--- src/apm_map.svh ---
`ifndef APM_MAP_SVH
`define APM_MAP_SVH

// ----------------------------------------------------------------
// register offsets
// ----------------------------------------------------------------
`define APM_ADDR_INACT_THRESH 6'h25
`define APM_ADDR_INACT_TIME 6'h26
`define APM_ADDR_RATE_SEL 6'h2C
`define APM_ADDR_POWER_CONTROL 6'h2D

// ----------------------------------------------------------------
// field positions
// ----------------------------------------------------------------
`define APM_PC_MEASURE 3
`define APM_PC_AUTO_SLEEP 4
`define APM_PC_LINK 5
`define APM_RS_LOW_POWER 4

// ----------------------------------------------------------------
// reset values
// ----------------------------------------------------------------
`define APM_RST_POWER_CONTROL 8'h00
`define APM_RST_RATE_SEL 8'h0A
`define APM_RST_INACT 8'h00

// ----------------------------------------------------------------
// timing
// ----------------------------------------------------------------
`define APM_CLK_HZ 20000000
`define APM_TOP_ODR_HZ 3200
`define APM_TOP_ODR_DIV (`APM_CLK_HZ / `APM_TOP_ODR_HZ)
`define APM_TOP_RATE_CODE 4'hF
`define APM_SLEEP_RATE_CODE 4'h6

`endif

--- src/apm_pkg.sv ---
package apm_pkg;

	// ----------------------------------------------------------------
	// types
	// ----------------------------------------------------------------
	typedef enum logic [1:0]
	{
		MODE_STANDBY,
		MODE_MEASURE,
		MODE_SLEEP
	} apm_mode_e;

	typedef struct packed
	{
		logic measuring;
		logic sleeping;
		logic low_power;
		logic fifo_hold;
	} apm_status_s;

endpackage : apm_pkg

--- src/apm_rate_tick.sv ---
`include "apm_map.svh"

// sampling and output-rate tick generator
module apm_rate_tick #(
	parameter int TOP_DIV = `APM_TOP_ODR_DIV
) (
	input wire logic clk,
	input wire logic reset,
	input wire logic enable,
	input wire logic [3:0] rate,
	input wire logic low_power,
	output logic odr_tick,
	output logic sample_tick
);

	// longest period, base shifted by 15, must fit the 28-bit counter
	if (TOP_DIV < 2 || TOP_DIV % 2 != 0 || TOP_DIV > 16382)
	begin : g_bad_div
		$error("TOP_DIV must be even, 2 to 16382");
	end

	// half of the output period in clocks: doubles per step down from the top rate
	function automatic logic [27:0] half_period(input logic [3:0] code);
		logic [27:0] base;
		base = 28'(TOP_DIV / 2);
		return base << (`APM_TOP_RATE_CODE - code);
	endfunction : half_period

	logic [27:0] cnt;
	logic phase;

	// ----------------------------------------------------------------
	// divider
	// ----------------------------------------------------------------
	// normal mode samples twice per output period, low power once
	always_ff @(posedge clk)
	begin
		if (reset || !enable)
		begin
			cnt <= '0;
			phase <= 1'b0;
			odr_tick <= 1'b0;
			sample_tick <= 1'b0;
		end
		else if (cnt >= half_period(rate) - 28'h0000_001)
		begin
			cnt <= '0;
			phase <= !phase;
			odr_tick <= phase;
			sample_tick <= !low_power || phase;
		end
		else
		begin
			cnt <= cnt + 28'h0000_001;
			odr_tick <= 1'b0;
			sample_tick <= 1'b0;
		end
	end

	// ----------------------------------------------------------------
	// assertions
	// ----------------------------------------------------------------
	a_lowpower_halves: assert property (@(posedge clk) disable iff (reset)
		(sample_tick && $past(low_power)) |-> odr_tick)
		else $error("low power sample away from output tick");

	a_odr_period_end: assert property (@(posedge clk) disable iff (reset)
		odr_tick |-> ($past(cnt) >= half_period($past(rate)) - 28'h0000_001))
		else $error("output tick before the period ended");

endmodule : apm_rate_tick

--- src/apm_power_ctrl.sv ---
`include "apm_map.svh"

// Summary of operation
// - after power-up the block sits in standby with all sensing stopped
// - measure bit 3 of power control enters measurement, clearing returns standby
// - every register is writable and readable in standby
// - no sampling takes place while in standby
// - entering standby keeps the sample buffer contents untouched
// - low power bit 4 of rate select halves internal sampling
// - 4-bit rate code picks output rate, 1111 fastest, halving per step
// - with auto sleep and link set, inactivity drops to a slow sleep rate
module apm_power_ctrl #(
	parameter int TOP_DIV = `APM_TOP_ODR_DIV,
	parameter int CYCLES_PER_SEC = `APM_CLK_HZ
) (
	input wire logic clk,
	input wire logic reset,
	input wire logic [5:0] reg_addr,
	input wire logic [7:0] reg_wdata,
	input wire logic reg_wr,
	input wire logic reg_rd,
	output logic [7:0] reg_rdata,
	input wire logic sample_valid,
	input wire logic [7:0] sample_mag,
	output logic odr_tick,
	output logic sample_tick,
	output logic [3:0] active_rate,
	output apm_pkg::apm_status_s status
);

	// the one-second counter is 25 bits wide
	if (CYCLES_PER_SEC < 2 || CYCLES_PER_SEC > 33554431)
	begin : g_bad_sec
		$error("CYCLES_PER_SEC out of range");
	end

	logic [7:0] inactivity_threshold;
	logic [7:0] inactivity_time;
	logic [7:0] rate_and_sampling_select;
	logic [7:0] power_control;
	apm_pkg::apm_mode_e mode;
	apm_pkg::apm_mode_e next_mode;
	logic [24:0] sec_cnt;
	logic sec_tick;
	logic [7:0] idle_secs;
	logic sleep_en;
	logic active_seen;
	logic inactive;

	// register read decode, unmapped offsets read zero
	function automatic logic [7:0] read_mux(input logic [5:0] addr);
		if (addr == `APM_ADDR_INACT_THRESH)
			return inactivity_threshold;
		else if (addr == `APM_ADDR_INACT_TIME)
			return inactivity_time;
		else if (addr == `APM_ADDR_RATE_SEL)
			return rate_and_sampling_select;
		else if (addr == `APM_ADDR_POWER_CONTROL)
			return power_control;
		else
			return 8'h00;
	endfunction : read_mux

	// sleep uses the slower of the sleep rate and the programmed rate
	function automatic logic [3:0] pick_rate(input apm_pkg::apm_mode_e m, input logic [3:0] prog);
		if (m == apm_pkg::MODE_SLEEP && prog > `APM_SLEEP_RATE_CODE)
			return `APM_SLEEP_RATE_CODE;
		else
			return prog;
	endfunction : pick_rate

	// ----------------------------------------------------------------
	// register file
	// ----------------------------------------------------------------
	// writes accepted in every mode, standby included
	always_ff @(posedge clk)
	begin
		if (reset)
		begin
			inactivity_threshold <= `APM_RST_INACT;
			inactivity_time <= `APM_RST_INACT;
			rate_and_sampling_select <= `APM_RST_RATE_SEL;
			power_control <= `APM_RST_POWER_CONTROL;
		end
		else if (reg_wr)
		begin
			if (reg_addr == `APM_ADDR_INACT_THRESH)
				inactivity_threshold <= reg_wdata;
			else if (reg_addr == `APM_ADDR_INACT_TIME)
				inactivity_time <= reg_wdata;
			else if (reg_addr == `APM_ADDR_RATE_SEL)
				rate_and_sampling_select <= reg_wdata;
			else if (reg_addr == `APM_ADDR_POWER_CONTROL)
				power_control <= reg_wdata;
		end
	end

	// read data, held until the next read
	always_ff @(posedge clk)
	begin
		if (reset)
			reg_rdata <= 8'h00;
		else if (reg_rd)
			reg_rdata <= read_mux(reg_addr);
	end

	// ----------------------------------------------------------------
	// inactivity detection
	// ----------------------------------------------------------------
	assign sleep_en = power_control[`APM_PC_AUTO_SLEEP] && power_control[`APM_PC_LINK];
	assign active_seen = sample_valid && (sample_mag > inactivity_threshold);
	assign inactive = (inactivity_time != 8'h00) && (idle_secs >= inactivity_time);

	// one-second enable while measuring
	always_ff @(posedge clk)
	begin
		if (reset || mode != apm_pkg::MODE_MEASURE || sec_tick)
			sec_cnt <= '0;
		else
			sec_cnt <= sec_cnt + 25'h000_0001;
	end
	assign sec_tick = (sec_cnt == 25'(CYCLES_PER_SEC - 1));

	// whole seconds without a sample above threshold
	always_ff @(posedge clk)
	begin
		if (reset || mode != apm_pkg::MODE_MEASURE || active_seen)
			idle_secs <= 8'h00;
		else if (sec_tick && idle_secs != 8'hFF)
			idle_secs <= idle_secs + 8'h01;
	end

	// ----------------------------------------------------------------
	// mode state machine
	// ----------------------------------------------------------------
	always_comb
	begin
		next_mode = mode;
		case (mode)
			apm_pkg::MODE_STANDBY:
				if (power_control[`APM_PC_MEASURE])
					next_mode = apm_pkg::MODE_MEASURE;
			apm_pkg::MODE_MEASURE:
				if (!power_control[`APM_PC_MEASURE])
					next_mode = apm_pkg::MODE_STANDBY;
				else if (sleep_en && inactive)
					next_mode = apm_pkg::MODE_SLEEP;
			apm_pkg::MODE_SLEEP:
				if (!power_control[`APM_PC_MEASURE])
					next_mode = apm_pkg::MODE_STANDBY;
				else if (!sleep_en || active_seen)
					next_mode = apm_pkg::MODE_MEASURE;
			default:
				next_mode = apm_pkg::MODE_STANDBY;
		endcase
	end

	always_ff @(posedge clk)
	begin
		if (reset)
			mode <= apm_pkg::MODE_STANDBY;
		else
			mode <= next_mode;
	end

	// status and rate follow the mode being entered
	always_ff @(posedge clk)
	begin
		if (reset)
		begin
			status <= '{measuring: 1'b0, sleeping: 1'b0, low_power: 1'b0, fifo_hold: 1'b1};
			active_rate <= 4'(`APM_RST_RATE_SEL);
		end
		else
		begin
			status.measuring <= (next_mode == apm_pkg::MODE_MEASURE);
			status.sleeping <= (next_mode == apm_pkg::MODE_SLEEP);
			status.low_power <= rate_and_sampling_select[`APM_RS_LOW_POWER];
			// buffer frozen, never flushed, in standby
			status.fifo_hold <= (next_mode == apm_pkg::MODE_STANDBY);
			active_rate <= pick_rate(next_mode, rate_and_sampling_select[3:0]);
		end
	end

	// ----------------------------------------------------------------
	// rate generator
	// ----------------------------------------------------------------
	// stopped in standby so no sampling happens
	apm_rate_tick #(
		.TOP_DIV(TOP_DIV)
	) u_rate_tick (
		.clk(clk),
		.reset(reset),
		.enable(status.measuring || status.sleeping),
		.rate(active_rate),
		.low_power(status.low_power),
		.odr_tick(odr_tick),
		.sample_tick(sample_tick)
	);

	// ----------------------------------------------------------------
	// assertions
	// ----------------------------------------------------------------
	a_reset_standby: assert property (@(posedge clk)
		reset |=> (!status.measuring && !status.sleeping && status.fifo_hold))
		else $error("not in standby after reset");

	a_measure_enter: assert property (@(posedge clk) disable iff (reset)
		(mode == apm_pkg::MODE_STANDBY && power_control[`APM_PC_MEASURE]) |=> status.measuring)
		else $error("measure bit did not start measurement");

	a_measure_leave: assert property (@(posedge clk) disable iff (reset)
		!power_control[`APM_PC_MEASURE] |=> (!status.measuring && !status.sleeping))
		else $error("cleared measure bit did not return standby");

	a_reg_write: assert property (@(posedge clk) disable iff (reset)
		(reg_wr && reg_addr == `APM_ADDR_INACT_TIME) |=> inactivity_time == $past(reg_wdata))
		else $error("register write lost");

	a_reg_read: assert property (@(posedge clk) disable iff (reset)
		(reg_rd && reg_addr == `APM_ADDR_POWER_CONTROL) |=> reg_rdata == $past(power_control))
		else $error("register read wrong");

	a_standby_quiet: assert property (@(posedge clk) disable iff (reset)
		($past(status.fifo_hold) && status.fifo_hold) |-> (!sample_tick && !odr_tick))
		else $error("sampling during standby");

	a_fifo_kept: assert property (@(posedge clk) disable iff (reset)
		(mode == apm_pkg::MODE_STANDBY) |-> status.fifo_hold)
		else $error("buffer not held in standby");

	a_sleep_entry: assert property (@(posedge clk) disable iff (reset)
		(mode == apm_pkg::MODE_MEASURE && power_control[`APM_PC_MEASURE] && sleep_en && inactive)
		|=> (status.sleeping && active_rate <= `APM_SLEEP_RATE_CODE))
		else $error("inactivity did not enter sleep");

	a_wake_rate: assert property (@(posedge clk) disable iff (reset)
		(mode == apm_pkg::MODE_SLEEP && power_control[`APM_PC_MEASURE] && active_seen)
		|=> (status.measuring && active_rate == $past(rate_and_sampling_select[3:0])))
		else $error("activity did not restore programmed rate");

	c_enter_measure: cover property (@(posedge clk) disable iff (reset)
		mode == apm_pkg::MODE_STANDBY ##1 mode == apm_pkg::MODE_MEASURE);

	c_enter_sleep: cover property (@(posedge clk) disable iff (reset)
		mode == apm_pkg::MODE_MEASURE ##1 mode == apm_pkg::MODE_SLEEP);

	c_wake: cover property (@(posedge clk) disable iff (reset)
		mode == apm_pkg::MODE_SLEEP ##1 mode == apm_pkg::MODE_MEASURE);

endmodule : apm_power_ctrl

--- config.mk ---
export PLATFORM = sky130hd
export DESIGN_NAME = apm_power_ctrl
export DESIGN_NICKNAME = d
export VERILOG_FILES = /design/src/apm_pkg.sv /design/src/apm_rate_tick.sv /design/src/apm_power_ctrl.sv
export VERILOG_INCLUDE_DIRS = /design/src /design/src/src
export SDC_FILE = /design/constraint.sdc
export NUM_CORES = 1
export LEC_CHECK = 0
export BUFFER_PORTS_ARGS = -buffer_cell sky130_fd_sc_hd__buf_4
export CORE_UTILIZATION = 50
export DETAILED_ROUTE_END_ITERATION = 10
export PLACE_DENSITY = 0.69
export SYNTH_ARGS = -nofsm -noshare
export SYNTH_HDL_FRONTEND = slang
export SYNTH_SLANG_ARGS = --single-unit
export TNS_END_PERCENT = 100
--- constraint.sdc ---
create_clock -name clk -period 3.21 [get_ports clk]
set_input_delay 0.321 -clock clk [delete_from_list [all_inputs] [get_ports clk]]
set_output_delay 0.321 -clock clk [all_outputs]
set_load 0.02 [all_outputs]
==> out/summary.txt, run 1 <==
Status -> completed
WP data arrival -> 3540 ps
Synthesized Nets -> 828
Chip Height -> 115 µm
GR Overflow Total -> 0
Met3 Use GR -> 4.90%
Crit-path max FO -> 7
Hpwl dp -> 11000 µm
1st-iter DRT viols -> 266
Yosys cell types -> 67
Hold depth -> 3
Final setup margin -> 22.7 ps
Clk sinks -> 114
F_max -> 314 MHz
Fin nets -> 884
Worst-skew pair later-pin latency -> 420 ps
Setup repair after global routing missed its margin -> true
Hold_buf cts -> 0
Worst clock skew -> 11.1 ps
Clock H-tree levels -> 4
Core Footprint -> 12600 µm²
Chip width -> 115 µm
Setup Crit Path Kind -> flip-flop to flip-flop
Mapped Area -> 6430 µm²
Top cell type's share of synthesized area -> 35.5%
Syn Area/Cell -> 8.64 µm²
Layout Cells excl Fill -> 984
Root Driver -> clkbuf_16
Antenna violations before repair -> 0
Synth Register Bits -> 114
DR vias/cell -> 5.52
Relative slew slack -> 49.2%
TritonCTS Buffers -> 17
Async SR Flop Fraction -> 0%
Post-Synthesis Cells -> 744
Pwr Density -> 435 nW/µm²
Hold WC Path Type -> input pin to flip-flop
M2 GR Usage -> 41.8%
Drc violations -> 0
GRT Total Usage -> 23.6%
CTS max path bufs -> 2
DR pass1 iterations -> 5
Vias in the first global route -> 5135
Area Growth Syn to Fin -> 21.4%
Dpl cell area -> 6940 µm²
Fin util -> 62.1%
Layout cell share with drive strength beyond 1 -> 17.9%
Placed cell count -> 944
Final Cycle Share -> 99.3%
WP data required -> 3560 ps
Grt met1 use -> 27.3%
Peak supply drop -> 0.410 mV
Row cnt -> 41
Max-cap violations -> 0
Final setup vio count -> 0
Wirelength per Cell -> 15.6 µm
RePlAce Congestion -> 0.829
Design area -> 7800 µm²
Initial Util -> 51.1%
Setup crit end kind -> flip-flop
Worst Tran Pin Value -> 755 ps
Number of synthesized flops with an enable pin -> 0
Vias -> 5427
Synth Flop Type -> dfxtp_1
Die area -> 13300 µm²
Post-route ant nets -> 0
Area leader, netlist -> dfxtp_1
Most common cell after layout, fill and taps aside -> dfxtp_1
I/O Pins -> 45
First-pass GRT wire length -> 24400 µm
Element type at the critical path start -> flip-flop
# port buffers -> 44
CTS tree -> built
Final worst path period need -> 3190 ps
Placement Setup Slack -> -93.9 ps
Top cells by area, synth -> dfxtp_1 36%, ha_1 11%, nor2_1 6.1%
Most frequent cells in the layout -> 110 x dfxtp_1, 97 x nor2_1, 74 x nand2_1
Leakage -> 0.00318 µW
Ys Warns -> 0
GR peak layer -> met2
Final wirelength -> 15400 µm
R2R depth -> 18
Hold Fails Final Rpt -> 0
Power Total -> 3390 µW
Sequential element share of the synthesized area -> 35.5%
Clk slew on worst S/H paths -> 50 ps
ANT cells -> 0
Largest net degree at the start of global routing -> 48
Final-layout fill cell count -> 1078
Max-slew violations -> 0
==> what timing repair did <==
item	CTS	global route
setup endpoints to repair	28	30
gates resized for setup	4	35
pin swaps	1	25
setup buffers	2	4
hold endpoints to repair	0	0
cloned	0	3
==> critical path, stage by stage (launching register included) <==
cell and delay, ps:
dfxtp_4 370, inv_4 40, ha_4 170, nand3_4 90
ha_4 150, nor3b_4 240, buf_6 140, nor3_4 30
a21oi_1 140, nor2_1 70, a311oi_2 250, ha_1 270
o211ai_1 100, nor3_2 60, a21oi_1 190, nor2_2 50
or3_4 440, clkbuf_16 210, nor2_4 90
==> registers in the layout (all words and copies together) (netlist names) <==
signal and count:
active_rate 4, idle_secs 8, inactivity_threshold 8, inactivity_time 8, mode 2, power_control 8
rate_and_sampling_select 8, reg_rdata 8, sec_cnt 25, status 4, u_rate_tick.cnt 28, u_rate_tick.odr_tick 1
u_rate_tick.phase 1, u_rate_tick.sample_tick 1
==> cell usage after synthesis, types with 20 or more instances <==
cell type,n
inv_1,35
mux2i_1,31
dfxtp_1,114
nand3_1,49
xnor2_1,20
a21oi_1,25
ha_1,57
nand2_1,74
nor2_1,105
xor2_1,38
==> logic make-up (layout without fill, tap and decap cells) <==
family	count (synthesis)	after routing	synth area share [%]
AOI/OAI and AO/OA	83	83	8.96
adders and majority gates	57	57	11.1
muxes	32	32	5.00
DFF	114	114	35.5
and+or+nand+nor	336	336	27.1
xor gates and xnor gates	58	58	7.91
buffers and inverters	63	131	4.38
other	1	1	0.0584
==> report_power, final <==
part / switching (µW) / leakage, µW / total, µW / internal (µW)
clock network: 658 / 0.000278 / 1850 / 1190
registers: 5.17 / 0.000920 / 1430 / 1420
logic: 62.0 / 0.00199 / 111 / 49.2
==> through the flow <==
stage / TNS [ps] / hold WS (ps)
finish: 0 / 170
global route: -1630 / 180
CTS: 0 / 160
detailed placement: -1650 / 442
global placement: 0 / 439
floorplan: 0 / 424
==> routing by layer <==
layer	part of all wire (%)	vias to the layer above
met3	2.7	25
li1	-	2713
met5	0	-
met4	2.1	0
met1	43	2599
met2	52	90
==> path summary, 6_finish.rpt <==
kind	startpoint	to	slack [ps]
min	reg_wdata[1]	rate_and_sampling_select[1]$_SDFFE_PP1P_	170
max	active_rate[0]$_SDFF_PP0_	u_rate_tick.cnt[13]$_SDFF_PP0_	20
min reg2reg	power_control[0]$_SDFFE_PP0P_	power_control[0]$_SDFFE_PP0P_	460
max reg2reg	active_rate[0]$_SDFF_PP0_	u_rate_tick.cnt[13]$_SDFF_PP0_	20
==> final cells by class <==
type / instances / area [µm²] / share of cell area (%)
flip-flops and latches: 114 / 2290 / 29.4
repair buffers: 64 / 536 / 6.87
clock buffers: 22 / 474 / 6.08
clock inverters: 9 / 106 / 1.36
inverters: 36 / 138 / 1.76
well taps: 172 / 215 / 2.76
multi-input cells: 567 / 4040 / 51.8
Note: power is estimated with default switching activity, not from simulation.
==> run 2: changes to the inputs <==
- ABC_AREA: default -> 1
- PLACE_DENSITY: 0.69 -> 0.68
==> run 2 against run 1 <==
Effect of this change:
- first-iteration DRC count rose by 37%
- flip-flop and latch count did not move
- combinational power grew 11%
- clock power is 15% higher
- register-to-register slack gained 230 ps
- die area rose by 6.5%
- routed wire length is 5.9% higher
- clock skew down 2.0 ps
- critical endpoint is now u_rate_tick.cnt[27]$_SDFF_PP0_
- largest cell class unchanged
- sequential share of layout area is 0.99 points lower
- via count rose by 17%
- design area rose by 3.2%
==> out/summary.txt, run 2 <==
FF-to-FF Start -> active_rate[1]$_SDFF_PP1_
Chip Height -> 119 µm
Hold Fails Final Rpt -> 0
Net Switching -> 759 µW
Pwr Density -> 456 nW/µm²
Max FFs per register -> 28
Top cell type's share of synthesized area -> 33.3%
Yosys cell types -> 45
Setup Crit Path Kind -> flip-flop to flip-flop
# port buffers -> 44
Clock Power Share -> 57.8%
Top cells by area, synth -> dfxtp_1 33%, nand2_1 12%, ha_1 10%
Final worst path period need -> 2950 ps
Synth Register Bits -> 114
Initial Util -> 51.5%
Worst stage delay on the critical path -> 370 ps
Syn Area/Cell -> 6.99 µm²
Synthesized Nets -> 1064
Setup repair after global routing missed its margin -> false
Ys Warns -> 0
Crit path from -> active_rate[1]$_SDFF_PP1_
WP data arrival -> 3300 ps
Element type at the critical path start -> flip-flop
CP max stage cell -> dfxtp_2
TNS Setup -> 0 ps
Sequence of cells on the critical path -> inv_1, buf_4, ha_1, inv_1, o21ai_0, nand2_1, nor2_1, nand3_1, xnor2_1, ha_1, nand2_1, inv_1, nand2_1, nand2_1, nand2_1, nand2_1, a21oi_1, nand4_2, buf_8, a21oi_1
Final-layout fill cell count -> 1255
Async SR Flop Fraction -> 0%
Area leader, netlist -> dfxtp_1
Final Cycle Share -> 92.0%
Layout cell share with drive strength beyond 1 -> 11.1%
Core Footprint -> 13300 µm²
Largest net degree at the start of global routing -> 43
Hold_buf cts -> 0
Post-route ant nets -> 0
Clk slew on worst S/H paths -> 50 ps
Synth Flop Type -> dfxtp_1
Area Growth Syn to Fin -> 17.6%
Number of synthesized flops with an enable pin -> 0
Worst setup path end -> u_rate_tick.cnt[27]$_SDFF_PP0_
Final setup vio count -> 0
Clock H-tree levels -> 4
Hpwl dp -> 12100 µm
Max-slew violations -> 0
WP data required -> 3560 ps
Fin nets -> 1114
Post-Synthesis Cells -> 980
F_max -> 339 MHz
Int Power -> 2920 µW
Most used cell, CP -> nand2_1
ANT cells -> 0
TritonCTS Buffers -> 17
Peak supply drop -> 0.368 mV
Most flops, register -> u_rate_tick.cnt
GRT Total Usage -> 24.3%
Worst-skew pair later-pin latency -> 430 ps
CTS tree -> built
Biggest regs -> u_rate_tick.cnt x28, sec_cnt x25
Wirelength per Cell -> 13.4 µm
Clk sinks -> 114
GR Overflow Total -> 0
Leakage -> 0.00329 µW
Worst Tran Pin Value -> 671 ps
Most common cell after layout, fill and taps aside -> nand2_1
Reg2Reg Capture Point -> u_rate_tick.cnt[27]$_SDFF_PP0_
Post-synth top cells -> 217 x nand2_1, 121 x inv_1, 114 x dfxtp_1
Vias in the first global route -> 5901
Count leader, synth -> nand2_1
R2r setup slk -> 260 ps
Mapped Area -> 6850 µm²
Status -> completed
Vias -> 6329
Antenna violations before repair -> 0
Combinational share of power -> 3.3%
I/O Pins -> 45
DR pass1 iterations -> 5
RePlAce Congestion -> 0.882
R2R depth -> 20
Drc violations -> 0
Hold WC Path Type -> input pin to flip-flop
Sequential power share -> 38.9%
Die area -> 14200 µm²
Final wirelength -> 16300 µm
CTS max path bufs -> 2
Row cnt -> 42
Switching share of power -> 20.7%
Fin util -> 60.6%
1st-iter DRT viols -> 365
Chip width -> 119 µm
Root Driver -> clkbuf_16
Sequential element share of the synthesized area -> 33.3%
Max-cap violations -> 0
Worst clock skew -> 9.09 ps
Most frequent cells in the layout -> 217 x nand2_1, 121 x inv_1, 113 x dfxtp_1
Relative slew slack -> 55.1%
Setup crit end kind -> flip-flop
First-pass GRT wire length -> 27300 µm
DR vias/cell -> 5.19
Crit-path max FO -> 28
## run 2: power groups by stage
stage	Sequential, µW	Clock, µW	Combinational [µW]
after floorplan	1460	0	59.2
after global placement	1460	0	120
after detailed placement	1460	0	122
after CTS	1430	2150	122
after global routing	1430	2220	138
final	1430	2120	123
## run 2: critical path: cells and delay by family, from the launching register on
family / cells / cell delay [ps]
DFF: 1 / 370
xor gates and xnor gates: 1 / 150
and+or+nand+nor: 9 / 660
adders and majority gates: 2 / 550
buffers and inverters: 5 / 500
AOI/OAI and AO/OA: 3 / 620
## run 2: how the worst min path moves through the flow
stage / start / end / cells after the start
finish: reset / inactivity_threshold[0]$_SDFFE_PP0P_ / 2
global route: reset / status[3]$_SDFF_PP0_ / 2
CTS: reset / inactivity_threshold[0]$_SDFFE_PP0P_ / 2
detailed placement: status[1]$_SDFF_PP0_ / u_rate_tick.sample_tick$_SDFF_PP0_ / 1
global placement: u_rate_tick.phase$_SDFFE_PP0P_ / u_rate_tick.phase$_SDFFE_PP0P_ / 2
floorplan: status[1]$_SDFF_PP0_ / u_rate_tick.sample_tick$_SDFF_PP0_ / 1
## run 2: metrics by stage
step	total power [µW]	hold slack, ps	std cells	area (µm²)	setup slack, ps
after floorplan	1520	410	980	6850	94.6
after global placement	1580	429	1185	7340	188
after detailed placement	1580	428	1185	7340	109
after CTS	3700	136	1217	8010	72.9
after global routing	3790	140	1219	8050	5.42
final	3680	143	1219	8050	257
## run 2: cell families after synthesis
| kind of cell | count (synthesis) | share of synthesized area (%) |
|---|---|---|
| compound gates | 169 | 13.3 |
| xor+xnor | 36 | 4.60 |
| fa+ha+maj | 57 | 10.4 |
| buf+inv | 146 | 8.46 |
| flops | 114 | 33.3 |
| other cells | 1 | 0.0548 |
| simple gates | 457 | 29.9 |
## run 2: what timing repair did
action                     in CTS  in global routing
setup buffers                   0                  2
resized for setup               0                 10
setup endpoints to repair       0                 31
## run 2: layout make-up
| cell class | count | area (µm²) | share of cell area, % |
|---|---|---|---|
| Clock inverter | 12 | 203 | 2.52 |
| Sequential cell | 114 | 2280 | 28.4 |
| Multi-Input combinational cell | 720 | 4000 | 49.7 |
| Clock buffer | 20 | 467 | 5.80 |
| Timing Repair Buffer | 54 | 413 | 5.13 |
| Inverter | 123 | 462 | 5.73 |
| Tap cell | 176 | 220 | 2.74 |
## run 2: per-layer routing
metal,track usage [%],share of wire (%),up-vias
met5,0,0,-
met3,5.70,5.1,20
met4,8.47,1.8,0
met1,29.3,44,2846
li1,-,-,3313
met2,42.1,49,150
